## src/pkg/hbp_params.svh

```systemverilog
/*
 * Constants of the host bus port: register select codes, field positions,
 * reset values and bus command codes.
 * Assumes it is included by bare name from package and design files.
 */
`ifndef HBP_PARAMS_SVH
`define HBP_PARAMS_SVH

// ----------------------------------------------------------------------
// Register select codes
// ----------------------------------------------------------------------
`define HBP_SEL_ADDR_STATUS 3'h2
`define HBP_SEL_AUX_CMD     3'h3
`define HBP_SEL_ADDRESS     3'h4
`define HBP_SEL_RX_BYTE     3'h7

// ----------------------------------------------------------------------
// Field positions and reset values
// ----------------------------------------------------------------------
`define HBP_AUX_RESET_BIT   7
`define HBP_ADDR_NO_LISTEN  6
`define HBP_ADDR_NO_TALK    5
`define HBP_STAT_MA_BIT     7
`define HBP_STAT_TALK_BIT   3
`define HBP_STAT_LISTEN_BIT 2
`define HBP_AUX_RESET_VAL   8'h80
`define HBP_ADDR_RESET_VAL  8'h00
`define HBP_BYTE_ZERO       8'h00

// ----------------------------------------------------------------------
// Multiline command codes seen with the command strobe
// ----------------------------------------------------------------------
`define HBP_LISTEN_GROUP    3'h1
`define HBP_TALK_GROUP      3'h2
`define HBP_UNLISTEN        8'h3f
`define HBP_UNTALK          8'h5f
`define HBP_ALL_ONES_ADDR   5'h1f

`endif

```

## src/pkg/hbp_pkg.sv

```systemverilog
/*
 * Types of the host bus port.
 * Assumes hbp_params.svh is on the include path.
 */
package hbp_pkg;

	// ------------------------------------------------------------------
	// Listener handshake states, Gray coded along idle, addressed, holding
	// ------------------------------------------------------------------
	typedef enum logic [1:0] {
		HBP_L_IDLE = 2'h0,
		HBP_L_ADDR = 2'h1,
		HBP_L_HOLD = 2'h3
	} hbp_lstate_t;

	// ------------------------------------------------------------------
	// Whole state of the port
	// ------------------------------------------------------------------
	typedef struct packed {
		logic        e_q;
		logic [7:0]  addr;
		logic [7:0]  aux;
		logic [7:0]  rx;
		hbp_lstate_t lst;
		logic        talk;
		logic        listen;
		logic        dac_hold;
		logic [7:0]  d_out;
		logic        d_oe;
		logic        sw_n;
	} hbp_state_t;

endpackage

```

## src/hw/hbp_port.sv

```systemverilog
/*
 * Host processor port of a bus interface adapter: register select, data
 * direction, enable-clock timing, switch readback, latched reset and the
 * device-address compare that steps listener and talker addressing.
 * Assumes host pins are asynchronous to MCLK; command and received-byte
 * inputs come from logic on MCLK.
 */
`timescale 1ns/1ps
`include "hbp_params.svh"

module hbp_port (
	input  wire logic       MCLK,
	input  wire logic       RSTN,
	input  wire logic       E,
	input  wire logic       CS_N,
	input  wire logic       RW,
	input  wire logic       REG_SELECT_BIT0,
	input  wire logic       REG_SELECT_BIT1,
	input  wire logic       REG_SELECT_BIT2,
	input  wire logic [7:0] D_IN,
	output logic      [7:0] D_OUT,
	output logic            D_OE,
	output logic            SWITCH_READ_STROBE_N,
	input  wire logic       CMD_VALID,
	input  wire logic [7:0] CMD_BYTE,
	input  wire logic       RX_VALID,
	input  wire logic [7:0] RX_DATA,
	output logic            DAC_HOLD,
	output logic            LISTENER_ADDRESSED,
	output logic            TALKER_ADDRESSED,
	output logic            LATCHED_RESET
);
	logic [1:0]          rst_ff;
	logic                rst_n;
	logic [13:0]         pins_s;
	logic                e_s;
	logic                cs_n_s;
	logic                rw_s;
	logic [2:0]          sel_s;
	logic [7:0]          d_s;
	logic                e_rise;
	logic                e_fall;
	logic                rd;
	logic                wr;
	logic                in_reset;
	hbp_pkg::hbp_state_t st;
	hbp_pkg::hbp_state_t next_st;

	// --------------------------------------------------------------
	// Helpers
	// --------------------------------------------------------------
	function automatic logic hit(input logic [2:0] sel, input logic [2:0] code);
		hit = (sel == code);
	endfunction

	function automatic logic [7:0] bus_addr(input logic [2:0] grp, input logic [4:0] a);
		bus_addr = {grp, a};
	endfunction

	// --------------------------------------------------------------
	// Reset release through two flip-flops
	// --------------------------------------------------------------
	always_ff @(posedge MCLK or negedge RSTN) begin
		if (!RSTN) begin
			rst_ff <= 2'h0;
		end else begin
			rst_ff <= {rst_ff[0], 1'b1};
		end
	end
	assign rst_n = rst_ff[1];

	// Host pins pass two flip-flops
	hbp_sync u_sync (
		.clk   (MCLK),
		.rst_n (rst_n),
		.d     ({E, CS_N, RW, REG_SELECT_BIT2, REG_SELECT_BIT1, REG_SELECT_BIT0, D_IN}),
		.q     (pins_s)
	);

	// --------------------------------------------------------------
	// Access decode
	// --------------------------------------------------------------
	assign e_s      = pins_s[13];
	assign cs_n_s   = pins_s[12];
	assign rw_s     = pins_s[11];
	assign sel_s    = pins_s[10:8];
	assign d_s      = pins_s[7:0];
	assign e_rise   = e_s & ~st.e_q;
	assign e_fall   = ~e_s & st.e_q;
	assign rd       = ~cs_n_s & rw_s;
	assign wr       = ~cs_n_s & ~rw_s;
	assign in_reset = st.aux[`HBP_AUX_RESET_BIT];

	// --------------------------------------------------------------
	// Next state
	// --------------------------------------------------------------
	always_comb begin
		next_st      = st;
		next_st.e_q  = e_s;
		// Read side: drive only while enable high, never for switch location
		next_st.d_oe = 1'b0;
		next_st.sw_n = ~(e_s & rd & hit(sel_s, `HBP_SEL_ADDRESS));
		next_st.d_out = `HBP_BYTE_ZERO;
		if (e_s && rd && !hit(sel_s, `HBP_SEL_ADDRESS)) begin
			next_st.d_oe = 1'b1;
			if (hit(sel_s, `HBP_SEL_RX_BYTE) && !in_reset) begin
				next_st.d_out = st.rx;
			end else if (hit(sel_s, `HBP_SEL_ADDR_STATUS) && !in_reset) begin
				next_st.d_out[`HBP_STAT_MA_BIT]     = st.talk | st.listen;
				next_st.d_out[`HBP_STAT_TALK_BIT]   = st.talk;
				next_st.d_out[`HBP_STAT_LISTEN_BIT] = st.listen;
			end
		end
		// Write side captured on the falling enable edge
		if (e_fall && wr) begin
			if (hit(sel_s, `HBP_SEL_ADDRESS)) begin
				next_st.addr = d_s;
			end else if (hit(sel_s, `HBP_SEL_AUX_CMD)) begin
				if (in_reset) begin
					next_st.aux[`HBP_AUX_RESET_BIT] = d_s[`HBP_AUX_RESET_BIT];
				end else begin
					next_st.aux = d_s;
				end
			end
		end
		// Reading the received byte releases the held handshake
		if (e_fall && rd && hit(sel_s, `HBP_SEL_RX_BYTE) && !in_reset &&
		    st.lst == hbp_pkg::HBP_L_HOLD) begin
			next_st.lst = hbp_pkg::HBP_L_ADDR;
		end
		// Addressing and byte capture step on enable rising edges
		if (e_rise && !in_reset) begin
			if (CMD_VALID) begin
				if (CMD_BYTE == bus_addr(`HBP_LISTEN_GROUP, st.addr[4:0]) &&
				    !st.addr[`HBP_ADDR_NO_LISTEN]) begin
					if (st.lst == hbp_pkg::HBP_L_IDLE) begin
						next_st.lst = hbp_pkg::HBP_L_ADDR;
					end
				end else if (CMD_BYTE == `HBP_UNLISTEN) begin
					next_st.lst = hbp_pkg::HBP_L_IDLE;
				end
				if (CMD_BYTE == bus_addr(`HBP_TALK_GROUP, st.addr[4:0]) &&
				    !st.addr[`HBP_ADDR_NO_TALK]) begin
					next_st.talk = 1'b1;
				end else if (CMD_BYTE[7:5] == `HBP_TALK_GROUP) begin
					next_st.talk = 1'b0;                                  // Untalk or other talker
				end
			end else if (RX_VALID && st.lst == hbp_pkg::HBP_L_ADDR) begin
				next_st.rx  = RX_DATA;
				next_st.lst = hbp_pkg::HBP_L_HOLD;
			end
		end
		// Latched reset keeps every function idle
		if (in_reset) begin
			next_st.lst  = hbp_pkg::HBP_L_IDLE;
			next_st.talk = 1'b0;
		end
		next_st.listen   = (next_st.lst != hbp_pkg::HBP_L_IDLE);
		next_st.dac_hold = (next_st.lst == hbp_pkg::HBP_L_HOLD);
	end

	// --------------------------------------------------------------
	// State register; hardware reset idles all functions
	// --------------------------------------------------------------
	always_ff @(posedge MCLK or negedge rst_n) begin
		if (!rst_n) begin
			st          <= '0;
			st.aux      <= `HBP_AUX_RESET_VAL;
			st.addr     <= `HBP_ADDR_RESET_VAL;
			st.sw_n     <= 1'b1;
		end else begin
			st <= next_st;
		end
	end

	// Outputs straight from the state flip-flops
	assign D_OUT                = st.d_out;
	assign D_OE                 = st.d_oe;
	assign SWITCH_READ_STROBE_N = st.sw_n;
	assign DAC_HOLD             = st.dac_hold;
	assign LISTENER_ADDRESSED   = st.listen;
	assign TALKER_ADDRESSED     = st.talk;
	assign LATCHED_RESET        = st.aux[`HBP_AUX_RESET_BIT];
endmodule // hbp_port

```

## src/hw/hbp_sync.sv

```systemverilog
/*
 * Two flip-flop synchroniser for the host pins.
 * Assumes an active-low asynchronous reset from the port's reset copy.
 */
`timescale 1ns/1ps

module hbp_sync (
	input  wire logic        clk,
	input  wire logic        rst_n,
	input  wire logic [13:0] d,
	output logic      [13:0] q
);
	logic [13:0] meta;

	// --------------------------------------------------------------
	// First stage feeds only the second
	// --------------------------------------------------------------
	always_ff @(posedge clk or negedge rst_n) begin
		if (!rst_n) begin
			meta <= 14'h0000;
			q    <= 14'h0000;
		end else begin
			meta <= d;
			q    <= meta;
		end
	end
endmodule // hbp_sync

```

## config.mk

```make
export PLATFORM = sky130hd
export DESIGN_NAME = hbp_port
export DESIGN_NICKNAME = d
export VERILOG_FILES = /design/src/pkg/hbp_pkg.sv /design/src/hw/hbp_port.sv /design/src/hw/hbp_sync.sv
export VERILOG_INCLUDE_DIRS = /design/src /design/src/pkg
export SDC_FILE = /design/constraint.sdc
export NUM_CORES = 1
export LEC_CHECK = 0
export BUFFER_PORTS_ARGS = -buffer_cell sky130_fd_sc_hd__buf_2
export CORE_ASPECT_RATIO = 0.7
export CORE_UTILIZATION = 47
export DETAILED_ROUTE_END_ITERATION = 8
export MAX_ROUTING_LAYER = met4
export PLACE_DENSITY = 0.73
export SLEW_MARGIN = 15
export SYNTH_ARGS = -nofsm -noshare
export SYNTH_HDL_FRONTEND = slang
export SYNTH_SLANG_ARGS = --single-unit
```

## constraint.sdc

```tcl
create_clock -name MCLK -period 2 [get_ports MCLK]
set_input_delay 0.1 -clock MCLK [delete_from_list [all_inputs] [get_ports MCLK]]
set_output_delay 0.1 -clock MCLK [all_outputs]
set_load 0.05 [all_outputs]
```

# Yosys cells after proc, flatten, opt, wreduce, memory -nomap -nowiden
# Cells that the tools add are included.
classes:
  add_sub_neg: 0
  n_mul: 0
  div: 0
  n_lt_le_gt_ge: 0
  eq_ne: 11
  shifts: 0
  n_mux: 18
  bitwise_logic: 14
  reduce_logical: 26
ops:
  columns: ["op", "count"]
  rows:
  - ["2-bit 2-to-1 mux", 9]
  - ["1-bit logical AND", 13]
  - ["3-bit by 2-bit == test with 1-bit output, second input constant", 3]
  - ["3-bit 2-to-1 mux", 3]
  - ["9-bit 2-to-1 mux", 1]
  - ["3-bit AND reduction", 3]
  - ["8-bit by 6-bit == test with 1-bit output", 1]
  - ["8-bit by 6-bit == test with 1-bit output, second input constant", 1]
  - ["8-bit by 7-bit == test with 1-bit output", 1]
  - ["1-bit inverter", 7]
  - ["1-bit bitwise AND", 6]
  - ["3-bit == test, second input constant", 2]
  - ["2-bit nonzero test", 3]
  - ["1-bit 2-to-1 mux", 5]
  - ["2-bit == test, second input constant", 2]
  - ["1-bit zero test", 4]
  - ["3-bit nonzero test", 1]
  - ["2-bit by 1-bit == test with 1-bit output, second input constant", 1]
  - ["2-bit zero test", 1]
  - ["2-bit AND reduction", 1]
  - ["1-bit OR", 1]
totals:
  register_bits: 62
  latchBits: 0
  ramBits: 0
  mem_bits_ro: 0
  input_bits: 34
  output_inout_bits: 14
  word_cells: 83
  memories: 0

# Longest topological paths before layout
depth:
  word_depth: 13
  mapped_depth: 5
  ltp_nobuf: 4

# Cells and area by module
# Synthesis repeated with hierarchy kept, for this count alone.
hier_totals:
  cells_unflattened: 147
  area_unflattened_um2: 2187.1
by_module_without_submodules:
  columns: ["mod", "instances", "cells_per_inst", "area_each_um2", "seq_area_each_um2"]
  rows:
  - ["hbp_port", 1, 119, 1486.4, 853.3]
  - ["hbp_sync", 1, 28, 700.7, 700.7]

# Worst setup path before layout
# OpenSTA, ideal clock, no wires.
synth_path:
  path_type: "reg-to-reg"
  from: "register st (netlist bit LATCHED_RESET)"
  to: "register st (netlist bit LISTENER_ADDRESSED)"
  arrival_ns: 1.398
  required_ns: 1.864
  path_slack_ns: 0.467
  path_stages_with_launch: 5
  period_less_slack_ns: 1.533
  path_cell_list: "dfstp_2 > or3_1 > buf_2 > a21boi_1 > a22oi_1"
synth_rtl:
  columns: ["item", "line_no", "text"]
  rows:
  - ["start, declared", "hbp_port.sv:46", "hbp_pkg::hbp_state_t st;"]
  - ["start signal, assigned", "hbp_port.sv:172", "st <= next_st;"]

# Final worst setup path
layout_path:
  from: "register u_sync.q[13]"
  to: "register st[36] (netlist bit)"
layout_via:
  elab_chain_len: 4
layout_lines:
  columns: ["item", "line_no", "text"]
  rows:
  - ["start, declared", "hbp_sync.sv:11", "output logic [13:0] q"]
  - ["start signal, assigned", "hbp_sync.sv:24", "q <= meta;"]
  - ["1-bit inverter", "hbp_port.sv:89", "assign e_fall = ~e_s & st.e_q;"]
  - ["1-bit bitwise AND", "hbp_port.sv:89", null]
  - ["1-bit logical AND", "hbp_port.sv:115", "if (e_fall && wr) begin"]
  - ["2-bit AND reduction (no source line)", null, null]
# No other way between the ends.
# A chain may end at the register's enable or synchronous reset.

==> impl_metrics.tcl <==
set metrics [dict create \
    status "completed" \
    ys_types 36 \
    max_freq_ghz 0.5921 \
    wirelength_um 3804 \
    cts_tree "yes" \
    final_common_cell "dfrtp_1" \
    dp_hpwl_um 2722 \
    drive_above_1_share_pct 29.78 \
    cts.sinks 62 \
    post-cts-setup-buffer-count 0 \
    ant_nets 0 \
    route.vias.total 1331 \
    ir_worst_vdd_uv 560.7 \
    ys_warn_count 0 \
    clock_skew_ps 8.788 \
    slew_viol_final 0 \
    cts_buffers 9 \
    track_usage_pct 18.71 \
    crit_path_end_kind "flip-flop" \
    insertion_delay_ps 330 \
    rsz0062_at_grt "no" \
    ys_ff_latch 62 \
    grt_pass1_vias 1436 \
    mostFrequentLayoutCells "dfrtp_1, buf_2, dlygate4sd3_1" \
    cts.path.max_buffers 2 \
    worst_ep_arrival_time_ps 1900 \
    worstPathRequired_ps 2210 \
    crit_fanout 7 \
    die_area_um2 4953 \
    via_per_inst 4.754 \
    diodes 0 \
    initial_core_util_pct 49.86 \
    antenna_found_initial 0 \
    synthCells 148 \
    finalSetupTns_ps 0 \
    slew_headroom_pct 52.31 \
    synth_nets 182 \
    wl_per_cell_um 13.59 \
    firstDrtPassIters 4 \
    gp_congestion 0.8727 \
    htree_levels 3 \
    cts_resized 0 \
    syn_area_per_cell_um2 14.84 \
    io_pins 48 \
    cp-start-kind "flip-flop" \
    core-area_um2 4404 \
    finalHoldViolCount 0 \
    power_leakage_nw 1.409 \
    grt_pass1_wl_um 6444 \
    p_total_mw 2.556 \
    synth_seq_area_share_pct 70.77 \
    min_path_type "primary input to flip-flop" \
    syn-cell-area_um2 2196 \
    fin_crit_ps 1689 \
    die_w_um 83.70 \
    synthToLayoutAreaGrowth_pct 30.43 \
    grt_max_degree 41 \
    power.density_nw_per_um2 892.5 \
    rows 20 \
    root_buffer "clkbuf_8" \
    grt-ovfl-total 0 \
    setup_ws_ps 311.2 \
    path_class "flip-flop to flip-flop" \
    die_y_um 59.19 \
    drt_iter0_drc 54 \
    pre_cts_slack_ps 302.1 \
    path_clk_slew_ps 60 \
    setup_viol 0 \
    fin_crit_sh_pct 84.44 \
    portBuffers 47 \
    ctsHoldBuffers 22 \
    worst_slew_pin_slew_ps 705.4 \
    nNetsFinal 254 \
    drc 0 \
    cap_viol_max_count 0 \
    rrSetupSlack_ps 310 \
]
[report_power, final]
| group | internal, mW | switching, mW |
|---|---|---|
| registers | 1.31 | 0.0403 |
| logic | 0.0892 | 0.0831 |
| clock network | 0.609 | 0.423 |
| total | 2.01 | 0.546 |
[synth_stat cells, drive strengths merged]
| cell | count | share of area, % |
|---|---|---|
| buf | 9 | 3.0 |
| nor3b | 2 | 0.68 |
| a22oi | 3 | 1.0 |
| nor2b | 3 | 0.85 |
| nand3b | 2 | 0.68 |
| mux2 | 16 | 8.2 |
| nand4b | 1 | 0.40 |
| nand4 | 2 | 0.57 |
| or3b | 2 | 0.80 |
| nor3 | 2 | 0.46 |
| nand2b | 1 | 0.29 |
| nor2 | 8 | 1.5 |
| or3 | 1 | 0.29 |
| a21boi | 1 | 0.34 |
| dfstp | 2 | 2.4 |
| and4b | 1 | 0.46 |
| nand2 | 3 | 0.63 |
| dfrtp | 60 | 68 |
| conb | 1 | 0.17 |
| xor2 | 5 | 2.0 |
| o21ai | 3 | 0.68 |
| and2 | 5 | 1.4 |
| nor4 | 1 | 0.29 |
| o21bai | 2 | 0.68 |
| nor4b | 1 | 0.40 |
| inv | 3 | 0.51 |
| nand4bb | 1 | 0.51 |
| a32oi | 1 | 0.74 |
| a31oi | 1 | 0.29 |
| or4 | 1 | 0.51 |
| a21oi | 1 | 0.23 |
| nand3 | 3 | 0.68 |
[sequential cells by signal, indices dropped and copies added, names as in the netlist]
name,count
u_sync.q,14
LATCHED_RESET,1
D_OUT,8
SWITCH_READ_STROBE_N,1
u_sync.meta,14
D_OE,1
LISTENER_ADDRESSED,1
st,18
TALKER_ADDRESSED,1
DAC_HOLD,1
rst_ff,2
[metrics by stage]
step | std cells | instance area, µm² | hold WS (ps) | util [%]
final | 280 | 2864 | 5.432 | 65.03
after CTS | 280 | 2864 | 0.1039 | 65.03
after global routing | 280 | 2864 | 6.312 | 65.03
after floorplan | 148 | 2196 | -195.6 | -
after detailed placement | 242 | 2456 | -111.4 | 55.77
after global placement | 242 | 2456 | -114.7 | 55.77
[layer usage]
metal / track usage [%] / wire [µm] / vias up
met4: 7.506 / 48 / 0
met5: - / 0 / -
li1: - / - / 640
met1: 21.32 / 1688 / 647
met3: 8.635 / 253 / 5
met2: 29.27 / 1814 / 39
[final timing paths]
| path | start | to | depth (start not counted) |
|---|---|---|---|
| setup reg to reg | u_sync.q[13] | st[36] | 4 |
| min in group asynchronous | RSTN | rst_ff[0] | 2 |
| setup / recovery | u_sync.q[13] | st[36] | 4 |
| hold / removal | RX_DATA[4] | st[19] | 2 |
| max in group asynchronous | rst_ff[1] | SWITCH_READ_STROBE_N | 1 |
| hold reg to reg | rst_ff[1] | D_OUT[1] | 0 |
[critical path, stage by stage, from the launching register on]
cell,delay (ps)
dfrtp_1,430
nor2b_1,170
nor3b_1,290
nand2_1,280
mux2_1,400
[area by class of cell]
cell class                 count  area (µm²)
clock buffer                  14       152.6
clock inverter                 2       35.03
fill                         332        1540
inverter                       3       11.26
multi-input combinational     74       565.5
sequential                    62        1555
tap                           55       68.82
timing repair buffer          70       475.5
[cells by family (layout without fill, tap and decap cells)]
logic type,count (synthesis),after routing,share of synthesized area (%)
AOI/OAI and AO/OA,12,12,3.988
xor gates and xnor gates,5,5,1.994
buffers and inverters,12,89,3.476
DFF,62,62,70.77
muxes,16,16,8.205
other,1,1,0.1708
and+or+nand+nor,40,40,11.40
No activity file was read; power rests on OpenSTA's default activity.
